`src/verilog/ctg_defs.svh`:
```
/*
 Register offsets, field positions and reset values of the trim and pin register bank.
 Assumes byte-wide registers, each on one aligned 32-bit Wishbone word at four times its index.
*/
`ifndef CTG_DEFS_SVH
`define CTG_DEFS_SVH

// ==========================================================================
// Register indices.
`define CTG_IDX_OFS_LOW 8'h0A
`define CTG_IDX_OFS_MID 8'h0B
`define CTG_IDX_OFS_HIGH 8'h0C
`define CTG_IDX_GAIN_LOW 8'h0D
`define CTG_IDX_GAIN_MID 8'h0E
`define CTG_IDX_GAIN_HIGH 8'h0F
`define CTG_IDX_WAY_LEVEL 8'h10
`define CTG_IDX_PIN_SETUP 8'h11

// ==========================================================================
// Reset values.
`define CTG_RST_ZERO 8'h00
`define CTG_RST_GAIN_HIGH 8'h40

// ==========================================================================
// Field positions.
`define CTG_WAY_MSB 7
`define CTG_WAY_LSB 4
`define CTG_LEVEL_MSB 3
`define CTG_LEVEL_LSB 0
`define CTG_SETUP_MSB 3
`define CTG_SETUP_LSB 0

`endif

```
`src/verilog/ctg_pkg.sv`:
```
/*
 Types shared by the trim and pin register bank.
 Assumes nothing of its surroundings.
*/
package ctg_pkg;
    typedef enum logic [1:0] {
        CTG_IDLE,
        CTG_ACK,
        CTG_DONE
    } ctg_bus_state_t;
endpackage

```
`src/verilog/ctg_regs.sv`:
```
/*
 Trim value and general-purpose pin register bank of a delta-sigma converter, on classic Wishbone.
 Assumes a single clock, synchronous active-low reset and a Wishbone master in classic single cycles.
*/
// Local design decision: register access over Wishbone.
`timescale 1ns/1ps
`include "ctg_defs.svh"
module ctg_regs
    import ctg_pkg::*;
#(
    parameter int PINS = 4,
    parameter bit SMALL_VARIANT = 1'b0
) (
    input wire logic clk,
    input wire logic rst_n,
    input wire logic wb_cyc_i,
    input wire logic wb_stb_i,
    input wire logic wb_we_i,
    input wire logic [7:0] wb_adr_i,
    input wire logic [3:0] wb_sel_i,
    input wire logic [31:0] wb_dat_i,
    output logic [31:0] wb_dat_o,
    output logic wb_ack_o,
    input wire logic [PINS-1:0] pin_in,
    output logic [PINS-1:0] pin_out,
    output logic [PINS-1:0] pin_oe,
    output logic [PINS-1:0] pin_digital,
    output logic [23:0] offset_trim_value,
    output logic [23:0] gain_trim_value
);
    logic take;
    logic [7:0] index;
    logic wr_ok;
    logic [PINS-1:0] pin_sampled;
    logic [7:0] ofs_low_q, ofs_low_d;
    logic [7:0] ofs_mid_q, ofs_mid_d;
    logic [7:0] ofs_high_q, ofs_high_d;
    logic [7:0] gain_low_q, gain_low_d;
    logic [7:0] gain_mid_q, gain_mid_d;
    logic [7:0] gain_high_q, gain_high_d;
    logic [PINS-1:0] way_q, way_d;
    logic [PINS-1:0] level_q, level_d;
    logic [PINS-1:0] setup_q, setup_d;
    logic [31:0] rdat_d;
    logic [PINS-1:0] out_d, oe_d, dig_d;
    logic [PINS-1:0] rdat_d_pin;
    logic [31:0] rdat_full;
    logic [23:0] ofs_trim_d;
    logic [23:0] gain_trim_d;

    // ==========================================================================
    // Bus handshake and pin synchroniser.
    ctg_wb_slave u_slave (
        .clk(clk),
        .rst_n(rst_n),
        .wb_cyc_i(wb_cyc_i),
        .wb_stb_i(wb_stb_i),
        .wb_ack_o(wb_ack_o),
        .take_o(take)
    );

    ctg_pin_sync #(.WIDTH(PINS)) u_sync (
        .clk(clk),
        .rst_n(rst_n),
        .pin_i(pin_in),
        .pin_o(pin_sampled)
    );

    assign index = {2'b00, wb_adr_i[7:2]};
    assign wr_ok = take && wb_we_i && wb_sel_i[0];

    // ==========================================================================
    // Register writes.
    always_comb begin
        ofs_low_d = ofs_low_q;
        ofs_mid_d = ofs_mid_q;
        ofs_high_d = ofs_high_q;
        gain_low_d = gain_low_q;
        gain_mid_d = gain_mid_q;
        gain_high_d = gain_high_q;
        way_d = way_q;
        level_d = level_q;
        setup_d = setup_q;
        if (wr_ok) begin
            case (index)
                `CTG_IDX_OFS_LOW: ofs_low_d = wb_dat_i[7:0];
                `CTG_IDX_OFS_MID: ofs_mid_d = wb_dat_i[7:0];
                `CTG_IDX_OFS_HIGH: ofs_high_d = wb_dat_i[7:0];
                `CTG_IDX_GAIN_LOW: gain_low_d = wb_dat_i[7:0];
                `CTG_IDX_GAIN_MID: gain_mid_d = wb_dat_i[7:0];
                `CTG_IDX_GAIN_HIGH: gain_high_d = wb_dat_i[7:0];
                `CTG_IDX_WAY_LEVEL: begin
                    way_d = wb_dat_i[`CTG_WAY_MSB:`CTG_WAY_LSB];
                    level_d = wb_dat_i[`CTG_LEVEL_MSB:`CTG_LEVEL_LSB];
                end
                `CTG_IDX_PIN_SETUP: setup_d = wb_dat_i[`CTG_SETUP_MSB:`CTG_SETUP_LSB];
                default: ;
            endcase
        end
    end

    always_ff @(posedge clk) begin
        if (!rst_n) begin
            ofs_low_q <= `CTG_RST_ZERO;
            ofs_mid_q <= `CTG_RST_ZERO;
            ofs_high_q <= `CTG_RST_ZERO;
            gain_low_q <= `CTG_RST_ZERO;
            gain_mid_q <= `CTG_RST_ZERO;
            gain_high_q <= `CTG_RST_GAIN_HIGH;
            way_q <= '0;
            level_q <= '0;
            setup_q <= '0;
        end else begin
            ofs_low_q <= ofs_low_d;
            ofs_mid_q <= ofs_mid_d;
            ofs_high_q <= ofs_high_d;
            gain_low_q <= gain_low_d;
            gain_mid_q <= gain_mid_d;
            gain_high_q <= gain_high_d;
            way_q <= way_d;
            level_q <= level_d;
            setup_q <= setup_d;
        end
    end

    // ==========================================================================
    // Read data and pin drive.
    always_comb begin
        rdat_d = 32'h0000_0000;
        if (take && !wb_we_i) begin
            case (index)
                `CTG_IDX_OFS_LOW: rdat_d[7:0] = ofs_low_q;
                `CTG_IDX_OFS_MID: rdat_d[7:0] = ofs_mid_q;
                `CTG_IDX_OFS_HIGH: rdat_d[7:0] = ofs_high_q;
                `CTG_IDX_GAIN_LOW: rdat_d[7:0] = gain_low_q;
                `CTG_IDX_GAIN_MID: rdat_d[7:0] = gain_mid_q;
                `CTG_IDX_GAIN_HIGH: rdat_d[7:0] = gain_high_q;
                `CTG_IDX_WAY_LEVEL: begin
                    rdat_d[`CTG_WAY_MSB:`CTG_WAY_LSB] = way_q;
                    rdat_d[`CTG_LEVEL_MSB:`CTG_LEVEL_LSB] = level_q;
                end
                `CTG_IDX_PIN_SETUP: rdat_d[`CTG_SETUP_MSB:`CTG_SETUP_LSB] = setup_q;
                default: rdat_d = 32'h0000_0000;
            endcase
        end
    end

    genvar g;
    generate
        for (g = 0; g < PINS; g++) begin : g_pin
            always_comb begin
                dig_d[g] = setup_q[g];
                oe_d[g] = setup_q[g] && !way_q[g];
                out_d[g] = oe_d[g] && level_q[g];
                if (way_q[g] && setup_q[g] && take && !wb_we_i && index == `CTG_IDX_WAY_LEVEL) begin
                    rdat_d_pin[g] = pin_sampled[g];
                end else begin
                    rdat_d_pin[g] = level_q[g];
                end
            end
        end
    endgenerate

    always_comb begin
        rdat_full = rdat_d;
        if (index == `CTG_IDX_WAY_LEVEL && take && !wb_we_i) begin
            rdat_full[PINS-1:0] = rdat_d_pin;
        end
    end

    // ==========================================================================
    // Trim values assembled from their bytes.
    always_comb begin
        ofs_trim_d = {ofs_high_d, ofs_mid_d, ofs_low_d};
        gain_trim_d = {gain_high_d, gain_mid_d, gain_low_d};
    end

    always_ff @(posedge clk) begin
        if (!rst_n) begin
            wb_dat_o <= 32'h0000_0000;
            pin_out <= '0;
            pin_oe <= '0;
            pin_digital <= '0;
            offset_trim_value <= 24'h00_0000;
            gain_trim_value <= 24'h40_0000;
        end else begin
            wb_dat_o <= rdat_full;
            pin_out <= out_d;
            pin_oe <= oe_d;
            pin_digital <= dig_d;
            offset_trim_value <= ofs_trim_d;
            gain_trim_value <= gain_trim_d;
        end
    end

    // ==========================================================================
    // Checks on the bus handshake, idle read data and unmapped reads.
    a_ack_pulse: assert property (@(posedge clk) disable iff (!rst_n)
        wb_ack_o
        |=> !wb_ack_o)
        else $error("ack held for more than one cycle");
    a_ack_answer: assert property (@(posedge clk) disable iff (!rst_n)
        wb_cyc_i && wb_stb_i && !$past(wb_cyc_i && wb_stb_i)
        |=> wb_ack_o)
        else $error("request not acknowledged in the next cycle");
    a_dat_idle: assert property (@(posedge clk) disable iff (!rst_n)
        !wb_ack_o
        |-> wb_dat_o == 32'h0000_0000)
        else $error("read data shown without ack");
    a_unmapped_read: assert property (@(posedge clk) disable iff (!rst_n)
        wb_ack_o && $past(!wb_we_i && (index < `CTG_IDX_OFS_LOW || index > `CTG_IDX_PIN_SETUP))
        |-> wb_dat_o == 32'h0000_0000)
        else $error("unmapped read not zero");

    // ==========================================================================
    // Checks on reset values.
    a_gain_reset: assert property (@(posedge clk) $rose(rst_n) |-> gain_high_q == `CTG_RST_GAIN_HIGH)
        else $error("gain high byte not 40h after reset");
    a_ofs_reset: assert property (@(posedge clk)
        $rose(rst_n)
        |-> ofs_low_q == `CTG_RST_ZERO && ofs_mid_q == `CTG_RST_ZERO && ofs_high_q == `CTG_RST_ZERO)
        else $error("offset trim bytes not zero after reset");
    a_gain_lm_reset: assert property (@(posedge clk)
        $rose(rst_n)
        |-> gain_low_q == `CTG_RST_ZERO && gain_mid_q == `CTG_RST_ZERO)
        else $error("gain low or middle byte not zero after reset");
    a_pin_reset: assert property (@(posedge clk)
        $rose(rst_n)
        |-> way_q == '0 && level_q == '0 && setup_q == '0)
        else $error("pin registers not zero after reset");
    a_small_off: assert property (@(posedge clk)
        $rose(rst_n) && SMALL_VARIANT
        |-> pin_oe == '0 && pin_digital == '0 && pin_out == '0)
        else $error("pins of the small variant usable after reset");
    a_trim_reset: assert property (@(posedge clk)
        $rose(rst_n)
        |-> offset_trim_value == 24'h00_0000 && gain_trim_value == 24'h40_0000)
        else $error("trim outputs wrong after reset");

    // ==========================================================================
    // Checks on register writes.
    a_ofs_low_write: assert property (@(posedge clk) disable iff (!rst_n)
        wr_ok && index == `CTG_IDX_OFS_LOW |=> ##1 offset_trim_value[7:0] == $past(wb_dat_i[7:0], 2))
        else $error("offset low byte not on trim output");
    a_ofs_mid_write: assert property (@(posedge clk) disable iff (!rst_n)
        wr_ok && index == `CTG_IDX_OFS_MID
        |=> ofs_mid_q == $past(wb_dat_i[7:0]))
        else $error("offset middle byte write lost");
    a_ofs_write: assert property (@(posedge clk) disable iff (!rst_n)
        wr_ok && index == `CTG_IDX_OFS_HIGH |=> ofs_high_q == $past(wb_dat_i[7:0]))
        else $error("offset high byte write lost");
    a_gain_low_write: assert property (@(posedge clk) disable iff (!rst_n)
        wr_ok && index == `CTG_IDX_GAIN_LOW |=> gain_low_q == $past(wb_dat_i[7:0]))
        else $error("gain low byte write lost");
    a_gain_mid_write: assert property (@(posedge clk) disable iff (!rst_n)
        wr_ok && index == `CTG_IDX_GAIN_MID |=> gain_mid_q == $past(wb_dat_i[7:0]))
        else $error("gain middle byte write lost");
    a_gain_high_write: assert property (@(posedge clk) disable iff (!rst_n)
        wr_ok && index == `CTG_IDX_GAIN_HIGH
        |=> gain_high_q == $past(wb_dat_i[7:0]))
        else $error("gain high byte write lost");
    a_way_write: assert property (@(posedge clk) disable iff (!rst_n)
        wr_ok && index == `CTG_IDX_WAY_LEVEL
        |=> way_q == $past(wb_dat_i[`CTG_WAY_MSB:`CTG_WAY_LSB]))
        else $error("pin direction write lost");
    a_level_write: assert property (@(posedge clk) disable iff (!rst_n)
        wr_ok && index == `CTG_IDX_WAY_LEVEL
        |=> level_q == $past(wb_dat_i[`CTG_LEVEL_MSB:`CTG_LEVEL_LSB]))
        else $error("pin level write lost");
    a_setup_write: assert property (@(posedge clk) disable iff (!rst_n)
        wr_ok && index == `CTG_IDX_PIN_SETUP
        |=> setup_q == $past(wb_dat_i[`CTG_SETUP_MSB:`CTG_SETUP_LSB]))
        else $error("pin setup write lost");
    a_no_sel_write: assert property (@(posedge clk) disable iff (!rst_n)
        take && wb_we_i && !wb_sel_i[0]
        |=> $stable(ofs_low_q) && $stable(ofs_mid_q) && $stable(gain_high_q) && $stable(setup_q))
        else $error("write without byte select stored");

    // ==========================================================================
    // Checks on read data.
    a_setup_upper: assert property (@(posedge clk) disable iff (!rst_n)
        wb_ack_o && $past(!wb_we_i && index == `CTG_IDX_PIN_SETUP) |-> wb_dat_o[7:4] == 4'h0)
        else $error("setup upper bits not zero");
    a_level_read: assert property (@(posedge clk) disable iff (!rst_n)
        wb_ack_o && $past(!wb_we_i && index == `CTG_IDX_WAY_LEVEL && !way_q[0])
        |-> wb_dat_o[0] == $past(level_q[0]))
        else $error("level bit read wrong");
    a_ofs_read: assert property (@(posedge clk) disable iff (!rst_n)
        wb_ack_o && $past(!wb_we_i && index == `CTG_IDX_OFS_HIGH)
        |-> wb_dat_o[7:0] == $past(ofs_high_q))
        else $error("offset high byte read wrong");
    a_gain_read: assert property (@(posedge clk) disable iff (!rst_n)
        wb_ack_o && $past(!wb_we_i && index == `CTG_IDX_GAIN_HIGH)
        |-> wb_dat_o[7:0] == $past(gain_high_q))
        else $error("gain high byte read wrong");
    a_way_read: assert property (@(posedge clk) disable iff (!rst_n)
        wb_ack_o && $past(!wb_we_i && index == `CTG_IDX_WAY_LEVEL)
        |-> wb_dat_o[`CTG_WAY_MSB:`CTG_WAY_LSB] == $past(way_q))
        else $error("pin direction read wrong");
    a_setup_read: assert property (@(posedge clk) disable iff (!rst_n)
        wb_ack_o && $past(!wb_we_i && index == `CTG_IDX_PIN_SETUP)
        |-> wb_dat_o[`CTG_SETUP_MSB:`CTG_SETUP_LSB] == $past(setup_q))
        else $error("pin setup read wrong");
    a_in_read: assert property (@(posedge clk) disable iff (!rst_n)
        wb_ack_o && $past(!wb_we_i && index == `CTG_IDX_WAY_LEVEL && way_q[0] && setup_q[0])
        |-> wb_dat_o[0] == $past(pin_sampled[0]))
        else $error("input pin level read wrong");

    // ==========================================================================
    // Checks on pin drive and the pin synchroniser.
    a_out_drive: assert property (@(posedge clk) disable iff (!rst_n)
        setup_q[0] && !way_q[0] |=> pin_oe[0] && pin_out[0] == $past(level_q[0]))
        else $error("digital output pin not driven");
    a_in_float: assert property (@(posedge clk) disable iff (!rst_n)
        way_q[0] |=> !pin_oe[0])
        else $error("input pin driven");
    a_analog_off: assert property (@(posedge clk) disable iff (!rst_n)
        !setup_q[0] |=> !pin_oe[0] && !pin_digital[0])
        else $error("analogue pin left digital");
    a_oe_all: assert property (@(posedge clk) disable iff (!rst_n)
        $past(rst_n)
        |-> pin_oe == $past(setup_q & ~way_q))
        else $error("pin drive enables wrong");
    a_out_all: assert property (@(posedge clk) disable iff (!rst_n)
        $past(rst_n)
        |-> pin_out == $past(setup_q & ~way_q & level_q))
        else $error("pin drive levels wrong");
    a_dig_follow: assert property (@(posedge clk) disable iff (!rst_n)
        $past(rst_n)
        |-> pin_digital == $past(setup_q))
        else $error("digital use flags wrong");
    a_sync_delay: assert property (@(posedge clk) disable iff (!rst_n)
        $past(rst_n, 2) && $past(rst_n)
        |-> pin_sampled == $past(pin_in, 2))
        else $error("pin synchroniser delay wrong");

    // ==========================================================================
    // Checks on trim outputs.
    a_ofs_out: assert property (@(posedge clk) disable iff (!rst_n)
        1'b1
        |-> offset_trim_value == {ofs_high_q, ofs_mid_q, ofs_low_q})
        else $error("offset trim output differs from its bytes");
    a_gain_out: assert property (@(posedge clk) disable iff (!rst_n)
        1'b1
        |-> gain_trim_value == {gain_high_q, gain_mid_q, gain_low_q})
        else $error("gain trim output differs from its bytes");
endmodule

```
`src/verilog/ctg_wb_slave.sv`:
```
/*
 Classic Wishbone slave handshake: one acknowledge per request, one cycle after it rises.
 Assumes a master that holds its request until it sees ack and then drops cyc for a cycle.
*/
`timescale 1ns/1ps
module ctg_wb_slave
    import ctg_pkg::*;
(
    input wire logic clk,
    input wire logic rst_n,
    input wire logic wb_cyc_i,
    input wire logic wb_stb_i,
    output logic wb_ack_o,
    output logic take_o
);
    ctg_bus_state_t state_q;
    ctg_bus_state_t state_d;
    logic ack_d;

    // ==========================================================================
    // Handshake state.
    always_comb begin
        state_d = state_q;
        ack_d = 1'b0;
        case (state_q)
            CTG_IDLE: begin
                if (wb_cyc_i && wb_stb_i) begin
                    state_d = CTG_ACK;
                    ack_d = 1'b1;
                end
            end
            CTG_ACK: state_d = CTG_DONE;
            CTG_DONE: begin
                if (!(wb_cyc_i && wb_stb_i)) begin
                    state_d = CTG_IDLE;
                end
            end
            default: state_d = CTG_IDLE;
        endcase
    end

    always_ff @(posedge clk) begin
        if (!rst_n) begin
            state_q <= CTG_IDLE;
            wb_ack_o <= 1'b0;
        end else begin
            state_q <= state_d;
            wb_ack_o <= ack_d;
        end
    end

    assign take_o = ack_d;
endmodule

```
`src/verilog/ctg_pin_sync.sv`:
```
/*
 Two-stage synchroniser for the external pin levels.
 Assumes the pins may change at any time with respect to clk.
*/
`timescale 1ns/1ps
module ctg_pin_sync #(
    parameter int WIDTH = 4
) (
    input wire logic clk,
    input wire logic rst_n,
    input wire logic [WIDTH-1:0] pin_i,
    output logic [WIDTH-1:0] pin_o
);
    logic [WIDTH-1:0] meta_q;
    logic [WIDTH-1:0] meta_d;
    logic [WIDTH-1:0] sync_d;

    always_comb begin
        meta_d = pin_i;
        sync_d = meta_q;
    end

    always_ff @(posedge clk) begin
        if (!rst_n) begin
            meta_q <= '0;
            pin_o <= '0;
        end else begin
            meta_q <= meta_d;
            pin_o <= sync_d;
        end
    end
endmodule

```
`config.mk`:
```
export PLATFORM = sky130hd
export DESIGN_NAME = ctg_regs
export DESIGN_NICKNAME = d
export VERILOG_FILES = /design/src/verilog/ctg_pkg.sv /design/src/verilog/ctg_regs.sv /design/src/verilog/ctg_wb_slave.sv /design/src/verilog/ctg_pin_sync.sv
export VERILOG_INCLUDE_DIRS = /design/src /design/src/verilog
export SDC_FILE = /design/constraint.sdc
export NUM_CORES = 1
export LEC_CHECK = 0
export BUFFER_PORTS_ARGS = -buffer_cell sky130_fd_sc_hd__buf_2
export CAP_MARGIN = 25
export CORE_ASPECT_RATIO = 1.4
export CORE_MARGIN = 1.5
export CORE_UTILIZATION = 34
export CTS_CLUSTER_DIAMETER = 100
export DETAILED_ROUTE_END_ITERATION = 8
export PLACE_DENSITY = 0.62
export SYNTH_ARGS = -nofsm -noshare
export SYNTH_HDL_FRONTEND = slang
export SYNTH_HIERARCHICAL = 1
export SYNTH_SLANG_ARGS = --single-unit
```
`constraint.sdc`:
```
create_clock -name clk -period 2 [get_ports clk]
set_input_delay 0 -clock clk [delete_from_list [all_inputs] [get_ports clk]]
set_output_delay 0 -clock clk [all_outputs]
set_load 0.05 [all_outputs]
```
### Word level (Yosys, flattened, before mapping)

Cells that the tools add are included.

* flip-flop bits (word level): 163
* bits of input ports: 53
* output and inout port bits: 93
* word-level logic and storage cells: 97

* equality and inequality tests: 12
* multiplexer cells: 25
* reduce and logical (&&, ||, !) cells: 40

Operators by type and width (number)
* two-way mux 8 bit: 12
* == test 6 x 4 -> 1 bit, second input constant: 6
* one-hot mux 4 bit (8 select lines): 1
* logical AND 1 bit: 30
* one-hot mux 4 bit (7 select lines): 1
* == test 6 x 5 -> 1 bit, second input constant: 2
* two-way mux 4 bit: 2
* AND reduction 2 bit: 4
* two-way mux 1 bit: 6
* one-hot mux 2 bit (3 select lines): 1
* zero test 1 bit: 5
* two-way mux 2 bit: 2
* == test 2 x 1 -> 1 bit, second input constant: 1
* == test 2 bit, second input constant: 1
* zero test 2 bit: 1
* inequality test 2 x 1 -> 1 bit, second input constant: 1
* inequality test 2 bit, second input constant: 1

### Logic depth before layout (Yosys ltp)

Gate-level depths: netlist (run 1).

* depth in word-level cells: 8
* mapped depth: 7
* depth with buffers taken out: 6

### Cells and area by module

Netlist (run 1), hierarchy kept.

By module, submodules not included
* ctg_regs: instances 1, cells each 374, area each 3717.3 µm², sequential area each 1601.5 µm²
* ctg_pin_sync: instances 1, cells each 16, area each 210.2 µm², sequential area each 160.2 µm²
* ctg_wb_slave: instances 1, cells each 10, area each 108.9 µm², sequential area each 60.1 µm²

### Worst setup path after synthesis (run 1)

Ideal clock, no wire load.

* kind: flip-flop to flip-flop
* start: register u_slave.state_q[0]
* end: register ofs_high_q[4]
* library setup time: 0.117 ns
* arrival time: 1.733 ns
* required time: 1.883 ns
* setup slack: 0.149 ns
* stages on the path, launching flop included: 7
* buffers on the path: 1
* period minus slack after synthesis: 1.851 ns
* cell sequence: dfxtp_1 nor3_1 and3_1 buf_1 nand3_2 mux2i_1 nor2b_1

* cells in the longest elaborated chain, start to end: 5

RTL lines
* from (decl): line ctg_wb_slave.sv:16 `ctg_bus_state_t state_q;`
* from (signal assigned): line ctg_wb_slave.sv:47 `state_q <= state_d;`
* zero test 2 bit: line ctg_wb_slave.sv:25 `case (state_q)`
* two-way mux 1 bit: line ctg_wb_slave.sv:25
* named net take: line ctg_regs.sv:31 `logic take;`
* logical AND 1 bit (2 in a row): line ctg_regs.sv:70 `assign wr_ok = take && wb_we_i && wb_sel_i[0];`
* two-way mux 8 bit: line ctg_regs.sv:84 `if (wr_ok) begin`
* to (signal assigned): line ctg_regs.sv:106 `` ofs_high_q <= `CTG_RST_ZERO; ``
* to (signal assigned): line ctg_regs.sv:116 `ofs_high_q <= ofs_high_d;`
* to (decl): line ctg_regs.sv:37 `logic [7:0] ofs_high_q, ofs_high_d;`

The timed path passes the listed nets, and every way through them passes these cells.
A chain may end at the register's enable or synchronous reset.

### Worst setup path after layout (run 1)

* start: register u_slave.state_q[0]
* end: register wb_dat_o[6]

* cells in the longest elaborated chain, start to end: 4

RTL lines
* zero test 2 bit: line ctg_wb_slave.sv:25
* two-way mux 1 bit: line ctg_wb_slave.sv:25
* named net take: line ctg_regs.sv:31
* logical AND 1 bit: line ctg_regs.sv:130 `if (take && !wb_we_i) begin`
* AND reduction 2 bit (no line)
* to (signal assigned): line ctg_regs.sv:187 `wb_dat_o <= rdat_full;`
* to (decl): line ctg_regs.sv:22 `output logic [31:0] wb_dat_o,`

The timed path passes the listed nets, and every way through them passes these cells.

==> run summary, run 1 <==
Number of H-tree levels: 3. The worst hold path belongs to the class in -> reg. For the pin with the worst max-slew slack, the measured transition is 0.771 ns.

The routed layout has 3169 vias. Summed over all cells, the static leakage comes to 2.21 nW. In this run the count of I/O pins placed on the die edge is 146. The max-slew violation count came out at 0. The tightest hold path in the finished design has a slack of 0.00801 ns. The final layout contains routed wiring with a total length of 10500 um.

The run gives 91 as the number of clock sinks. The most used flip-flop cell after synthesis is dfxtp_1. For the global-route wire length before repair, the log shows 16500 um.

Final hold violation count: 0. Counting cells, the worst reg-to-reg path comes to 5. The effective utilization at floorplan is 0.352. The clock edge transition at the registers on the reported setup and hold paths is 0.07 ns. Entering global routing, the biggest net connects 77 pins. In the layout the commonest cells are buf_2, dfxtp_1, mux2i_1, nor2b_1, nand2_1.

Leading cell type in the layout, fill and taps excluded: buf_2. The cell area power density came out at 804 nW/um^2. In the routed layout, each cell is associated on average with a via count of 4.85.

The routed length per instance is 16.1 um. Setup repair after global routing left no endpoint under its margin. In this run the remaining antenna-violating nets after routing total 0.

For the buffer levels on the longest clock path, the log shows 2. The tools report the number of nets in the final layout as 557. The largest area contributor in the netlist is dfxtp_1. In this run, synthesis inferred 0 flip-flops with an integrated enable.

The chip width was 95.1 um; the count of warnings emitted by yosys was 6. Required time at the endpoint of the critical path: 2.26 ns. Setup violations remaining at the end of the flow were counted as 0. Synthesis handed over a netlist of 400 instances.

TritonCTS built the clock tree. Global routing finished with a remaining overflow of 0. For this run, design rule violations remaining after detail routing come to 0. The tools report the number of distinct standard cells referenced by the synthesized netlist as 48. In this run the most critical hold path is launched from wb_dat_i[1]. In this run the vertical extent of the chip is 132 um. The worst-skew pair later-pin latency came out at 0.35 ns.

The tools report the iteration count of the initial detailed-routing pass as 6. The worst hold path was traced through 3 stages. The average instance area after synthesis works out to 10.1 um^2. Of all nets on the critical path, the largest fanout is 5. The violation count after the first detailed-routing iteration was 210; the worst reg-to-reg setup slack was 0.19 ns. The weighted congestion reported at the end of routability-driven placement is 0.884. In this run the critical register-to-register path is launched from u_slave/state_q[0]. The worst setup path is captured at a flop.

The capture endpoint of the worst hold path is level_q[1]. Port buffering added 92 buffers. The netlist area before placement came out at 4040 um^2. The run gives 0.481 as the headroom to the max-slew limit. The tools report the core occupancy in the finished layout as 0.443. The final-layout setup total negative slack is 0 ns, and the via count of the first global-routing pass is 3094. The number of buffers added by the clock tree synthesis step came out at 9.

The fraction of the yosys area taken by sequential cells is 0.451. The tools report the number of rows created at floorplan as 46. For the worst setup path, the data arrival time is 2.07 ns. The tool flagged a number of max-cap violations equal to 0.

STA classifies the critical path startpoint as a flop. The floorplan step defined a core boundary enclosing 11500 um^2. Proportion of synthesized flip-flops having asynchronous set or reset: 0. The cell chosen for the clock root is clkbuf_16. The number of antenna diodes in the final layout is 0. The post-route fraction of the period consumed by the critical path works out to 0.903.

The flow ran to the end, and the final reports show no timing, DRC or antenna violations. By area the synthesized netlist is led by dfxtp_1, mux2i_1, nor2b_1. Proportion of layout cells with a drive suffix above 1: 0.287.

The HPWL after detailed placement is 7550 um. The number of flip-flops and latches in the synthesized netlist was 91; the peak clock frequency supported by timing was 0.554 GHz. The area share of the largest cell type after synthesis is 0.451, and the worst clock skew is 0.00512 ns. The die covers 12500 um^2. The synthesis-to-finish area growth works out to 25.7%. The worst register-to-register path ends at wb_dat_o[6].

The overall routing resource usage is 0.171, and the initial antenna violation count is 0. Across the VDD grid, the largest voltage drop is 411 uV. The type of the worst setup path was reg -> reg. Counting I/O delays and the setup requirement, the final critical path takes 1.81 ns.
## repair_timing
item                                    in CTS  in global routing
resized for setup                            0                  4
hold buffers                                13                  0
endpoints found under the hold margin       17                  0
setup buffers                                0                  0
endpoints found under the setup margin       0                 35
## final cells by class
type                            count  area, um^2
Clock buffer                        9         225
Sequential cell                    91        1820
Tap cell                          144         180
Multi-Input combinational cell    279        2000
Fill cell                        1128        6380
Inverter                            4        15.0
Timing Repair Buffer              119         708
Clock inverter                      7         123
## critical path, cell delays in order (launching register included)
cell      delay (ns)
dfxtp_1         0.35
nor3_2          0.23
buf_4           0.17
nor4bb_1        0.33
o21ai_0         0.37
a21oi_1         0.27
## worst max path at each step
| stage | startpoint | end | slack (ns) | depth (start not counted) |
|---|---|---|---|---|
| after floorplan | u_slave/state_q[0] | ofs_high_q[4] | 0.15 | 6 |
| after global placement | u_slave/state_q[0] | way_q[0] | 0.14 | 6 |
| after detailed placement | u_slave/state_q[0] | level_q[1] | 0.08 | 6 |
| after CTS | u_slave/state_q[0] | level_q[1] | 0.07 | 6 |
| after global routing | u_slave/state_q[0] | wb_dat_o[2] | 0.02 | 5 |
| final | u_slave/state_q[0] | wb_dat_o[6] | 0.19 | 5 |
## cells in the mapped netlist (8+ instances only)
master,instances
a21boi_0,9
clkbuf_1,13
buf_4,25
mux2i_1,47
dfxtp_1,91
and2_1,15
mux2_2,8
nor2b_1,46
a21boi_1,8
nand2_1,32
nand3_1,20
## per-layer routing
metal,part of all wire,track usage,vias to the layer above,wire length (um)
li1,-,-,1556,-
met1,0.41,0.200,1509,4360
met2,0.52,0.295,89,5460
met3,0.045,0.0358,15,469
met4,0.022,0.0746,0,235
met5,0,0,-,0
## logic make-up after synthesis
kind of cell           share of synthesized area
other                                   0.000929
buffers and inverters                     0.0784
flip-flops                                 0.451
AO/OA/AOI/OAI                             0.0868
multiplexers                               0.161
AND/OR/NAND/NOR                            0.221
## power by group
group          switching, mW  internal [mW]  leakage (nW)
registers            0.00480           1.82         0.735
logic                  0.209         0.0851          1.32
clock network          0.729           1.23         0.163
## flip-flops by register name, summed over array words and instances (netlist names), 4 cells and up
name           count
dig_d              4
gain_high_q        8
gain_low_q         7
gain_mid_q         7
level_q            4
ofs_high_q         8
ofs_low_q          7
ofs_mid_q          7
pin_digital        4
pin_oe             4
pin_out            4
u_sync/meta_q      4
u_sync/pin_o       4
way_q              4
wb_dat_o           8
## per-stage QoR
stage	area (um^2)	total power [mW]	cells	worst slack [ns]
3_5_place_dp	4580	2.14	624	0.0773
3_3_place_gp	4580	2.14	624	0.141
6_report	5070	4.08	653	0.193
4_1_cts	5060	4.11	653	0.0663
2_1_floorplan	4120	2.10	423	0.149
5_1_grt	5070	4.21	653	0.0157
(Power assumes the default switching activity.)
==> run 2: changes to the inputs <==
Settings changed: ABC_AREA set to 1, PLACE_DENSITY 0.62 to 0.65.
Clock period 2 ns to 1.5 ns, I/O delays scaled along.
==> run 2 against run 1 <==
Wire length increased by 9.6%. Clock-buffer cell count unchanged. Sequential cell count unchanged. Largest power group is now registers. Total power increased by 25%. Highest routed layer unchanged. Cell count increased by 21%. Utilization decreased by 0.95 points. Largest cell class is now sequential cells. Critical path type unchanged. Critical path depth increased by 4. Critical endpoint is now level_q[3]. Design area decreased by 2.6%. Clock power increased by 14%. Synthesized cell count increased by 33%. Sequential share of layout area increased by 0.97 points. Global-route usage increased by 1.8 points.
==> run summary, run 2 <==
The weighted congestion reported at the end of routability-driven placement was 0.954 (+7.9%); the max-capacitance violation count was 0 (unchanged). The logs give 0.456 (+0.00452) for the fraction of the yosys area taken by sequential cells and 5.08 mW (+25%) for the total power. The proportion of layout cells with a drive suffix above 1 came out at 0.257 (-0.0302).

The flow ran to the end, and the final reports show no timing, DRC or antenna violations. The class of the worst hold path was in -> reg. The signal on the critical path passes through inv_1, nand3_2, nor2_4, nand3_2, buf_4, nor2_2, inv_4, o21ai_0, a21oi_1.

The tools report the maximum number of pins on one net before global-route repair as 49 (-36%). In the post-synthesis netlist, the cell with the most instances is dfxtp_1. Buffer levels on the longest clock path: 2 (unchanged). The family of cells with the greatest summed delay on the critical path was simple AND/OR/NAND/NOR gates. The die boundary height is 131 um (-0.49%).

The leading register cell type out of synthesis is dfxtp_1. The logs give 4000 um^2 (-0.99%) for the netlist area before placement and 0.189 (+0.0181) for the overall routing resource usage. Reported net switching power: 1.28 mW (+36%).

The count of antenna diodes in the layout is 0 (unchanged). Number of nets in the final layout: 692 (+24%). The gate count after technology mapping was 532 (+33%).

Count of buffers inserted at the top-level ports: 92 (unchanged). Number of buffers added by the clock tree synthesis step: 9 (unchanged). The peak per-stage delay on the critical path is 0.31 ns (-0.06 ns), and the violation count after the first detailed-routing iteration is 186 (-11%).

The iteration count of the initial detailed-routing pass was 5 (-1). The average instance area after synthesis was 7.51 um^2 (-26%); the final hold violation count was 0 (unchanged). The run gives 3.80 mW (+21%) as the internal power.

The core occupancy in the finished layout is 0.434 (-0.00951), and the part of the power in the clock network is 0.440 (-0.040). The tools report the arrival time at the worst endpoint as 1.70 ns (-0.37 ns). The run gives 28 (-42%) as the number of distinct standard cells referenced by the synthesized netlist.

The max-slew violation count was 0 (unchanged). Leading cell type in the layout, fill and taps excluded: buf_2. The proportion of synthesized flip-flops having asynchronous set or reset works out to 0 (unchanged). The tools report the routed wire length as 11500 um (+9.6%). For the initial antenna violation count, the log shows 0 (unchanged).

Leaving out fill and tap cells, the most frequent cells in the layout are buf_2, dfxtp_1, nand2_1, inv_1, a21oi_1. The post-route fraction of the period consumed by the critical path came out at 0.975 (+0.0721). For the sum of net half-perimeters after detailed placement, the log shows 8680 um (+15%). The final count of negative-setup-slack endpoints is 0 (unchanged), and the required time at the endpoint of the critical path is 1.73 ns (-0.53 ns). The run gives 0.480 (+0.032) as the relative contribution of sequential cells to total power. The clock edge transition at the registers on the reported setup and hold paths is 0.06 ns (about the same). The run gives 4940 um^2 (-2.6%) as the final design area excluding fillers. The run gives 11400 um^2 (-0.50%) as the core footprint.

For the number of routed nets with antenna violations, the log shows 0 (unchanged). The largest area contributor in the netlist was dfxtp_1. The chip width came out at 94.6 um (-0.48%). The synthesis-to-finish area growth came out at 23.6%. The largest registers in the layout are gain_high_q (8), ofs_high_q (8), wb_dat_o (8).

The vias per cell was 4.75 (-2.1%); the total grt overflow was 0 (unchanged). The worst clock skew is 0.00500 ns (-0.000122 ns). Number of H-tree levels: 3 (unchanged). The leakage dissipation came out at 2.33 nW (+5.4%).

The largest fanout on the critical path was 16 (+11); the count of pins on the block boundary was 146 (unchanged). The cell area power density is 1030 nW/um^2 (+28%). Slowest cell on the critical path: dfxtp_1. Yosys attributes the largest share of cell area to dfxtp_1, a21oi_1, nand2_1.

The cell repeated most along the worst path was nand3_2. Count of non-filler cells in the finished layout: 787 (+21%). The number of buffers and inverters on the critical path is 3 (+2). The worst reg-to-reg setup slack came out at 0.04 ns (-0.16 ns). The via count of the routed design was 3740 (+18%); the final-layout setup total negative slack was 0 ns (unchanged).

The peak clock frequency supported by timing came out at 0.684 GHz (+23%). Buffers inserted during post-CTS setup optimization: 0 (unchanged). Combinational share of power: 0.080 (+0.008).

The type of the worst setup path is reg -> reg. The post-layout minimum cycle time was 1.46 ns (-0.344 ns); the number of flip-flops and latches in the synthesized netlist was 91 (unchanged). The kind of start point of the critical path is a flop.

The tools report the number of clock sinks as 91 (unchanged). The run gives 0 (unchanged) as the detailed-route DRC error count. Ranked by instance count, the synthesized netlist is headed by dfxtp_1, nand2_1, inv_1.

The effective utilization at floorplan was 0.351 (-0.00173); the via count of the first global-routing pass was 3603 (+16%). The tools report the cell chosen for the clock root as clkbuf_16. The run gives 0.35 ns (about the same) as the worst-skew pair later-pin latency. The worst setup path is captured at a flop. TritonCTS built the clock tree.

The routed length per instance is 14.6 um (-9.1%). The count of flip-flops with a built-in enable after synthesis was 0 (unchanged); the count of placed standard cells including taps was 766 (+23%). The area of the die came out at 12400 um^2 (-0.97%). The worst supply voltage drop on vdd is 569 uV (+39%).

The fraction of power spent switching nets works out to 0.251 (+0.0204). The area share of the largest cell type after synthesis was 0.456 (+0.00452); the number of rows created at floorplan was 46 (unchanged). The count of warnings emitted by yosys was 6 (unchanged).

The global-route wire length before repair came out at 18000 um (+9.1%). Setup repair after global routing could not meet its margin everywhere. For the cell area after placement, the log shows 4570 um^2 (-0.25%).
==> run 2: power by group through the flow <==
stage / combinational, mW / sequential, mW / clock, mW
final: 0.408 / 2.44 / 2.24
after global routing: 0.436 / 2.44 / 2.37
after detailed placement: 0.386 / 2.49 / 0
after global placement: 0.383 / 2.49 / 0
after CTS: 0.400 / 2.44 / 2.26
after floorplan: 0.310 / 2.50 / 0
==> run 2: logic make-up (layout without fill, tap and decap cells) <==
group | count (synthesis) | in the layout | synth area share
AOI/OAI and AO/OA | 121 | 121 | 0.157
other | 1 | 24 | 0.000938
and+or+nand+nor | 209 | 209 | 0.251
DFF | 91 | 91 | 0.456
buffers and inverters | 110 | 198 | 0.136
==> run 2: worst min-delay path: stages <==
cell and delay (ns):
buf_2 0.18, o21ai_0 0.10, a21oi_1 0.04
==> run 2: final timing paths <==
path | startpoint | depth (start not counted) | end
max | u_slave/state_q[0] | 9 | level_q[3]
min | rst_n | 3 | offset_trim_value[7]
min reg2reg | u_sync/meta_q[2] | 2 | u_sync/pin_o[2]
max reg2reg | u_slave/state_q[0] | 9 | level_q[3]
==> run 2: routing by layer <==
metal	global-route usage	part of all wire	vias up
met3	0.0318	0.059	33
met4	0.105	0.037	0
met1	0.220	0.40	1664
li1	-	-	1888
met5	0	0	-
met2	0.321	0.50	155
==> run 2: cell type report <==
cell class                      instances  area (um^2)
Clock buffer                            9          225
Clock inverter                          6         65.1
Fill cell                            1195         6450
Inverter                               70          270
Multi-Input combinational cell        354         1730
Sequential cell                        91         1820
Tap cell                              144          180
Timing Repair Buffer                  113          646
==> run 2: through the flow <==
stage	hold slack [ns]	setup WS [ns]
2_1_floorplan	0.0976	0.0136
3_3_place_gp	0.196	-0.0896
3_5_place_dp	0.191	-0.114
4_1_cts	0.00442	-0.00298
5_1_grt	0.0191	-0.0312
6_report	0.0184	0.0370
==> run 2: timing repair <==
item | in CTS | in global routing
resized for setup | 2 | 15
hold buffers | 6 | 0
endpoints found under the setup margin | 28 | 25
endpoints found under the hold margin | 9 | 0
pin swaps | 0 | 0
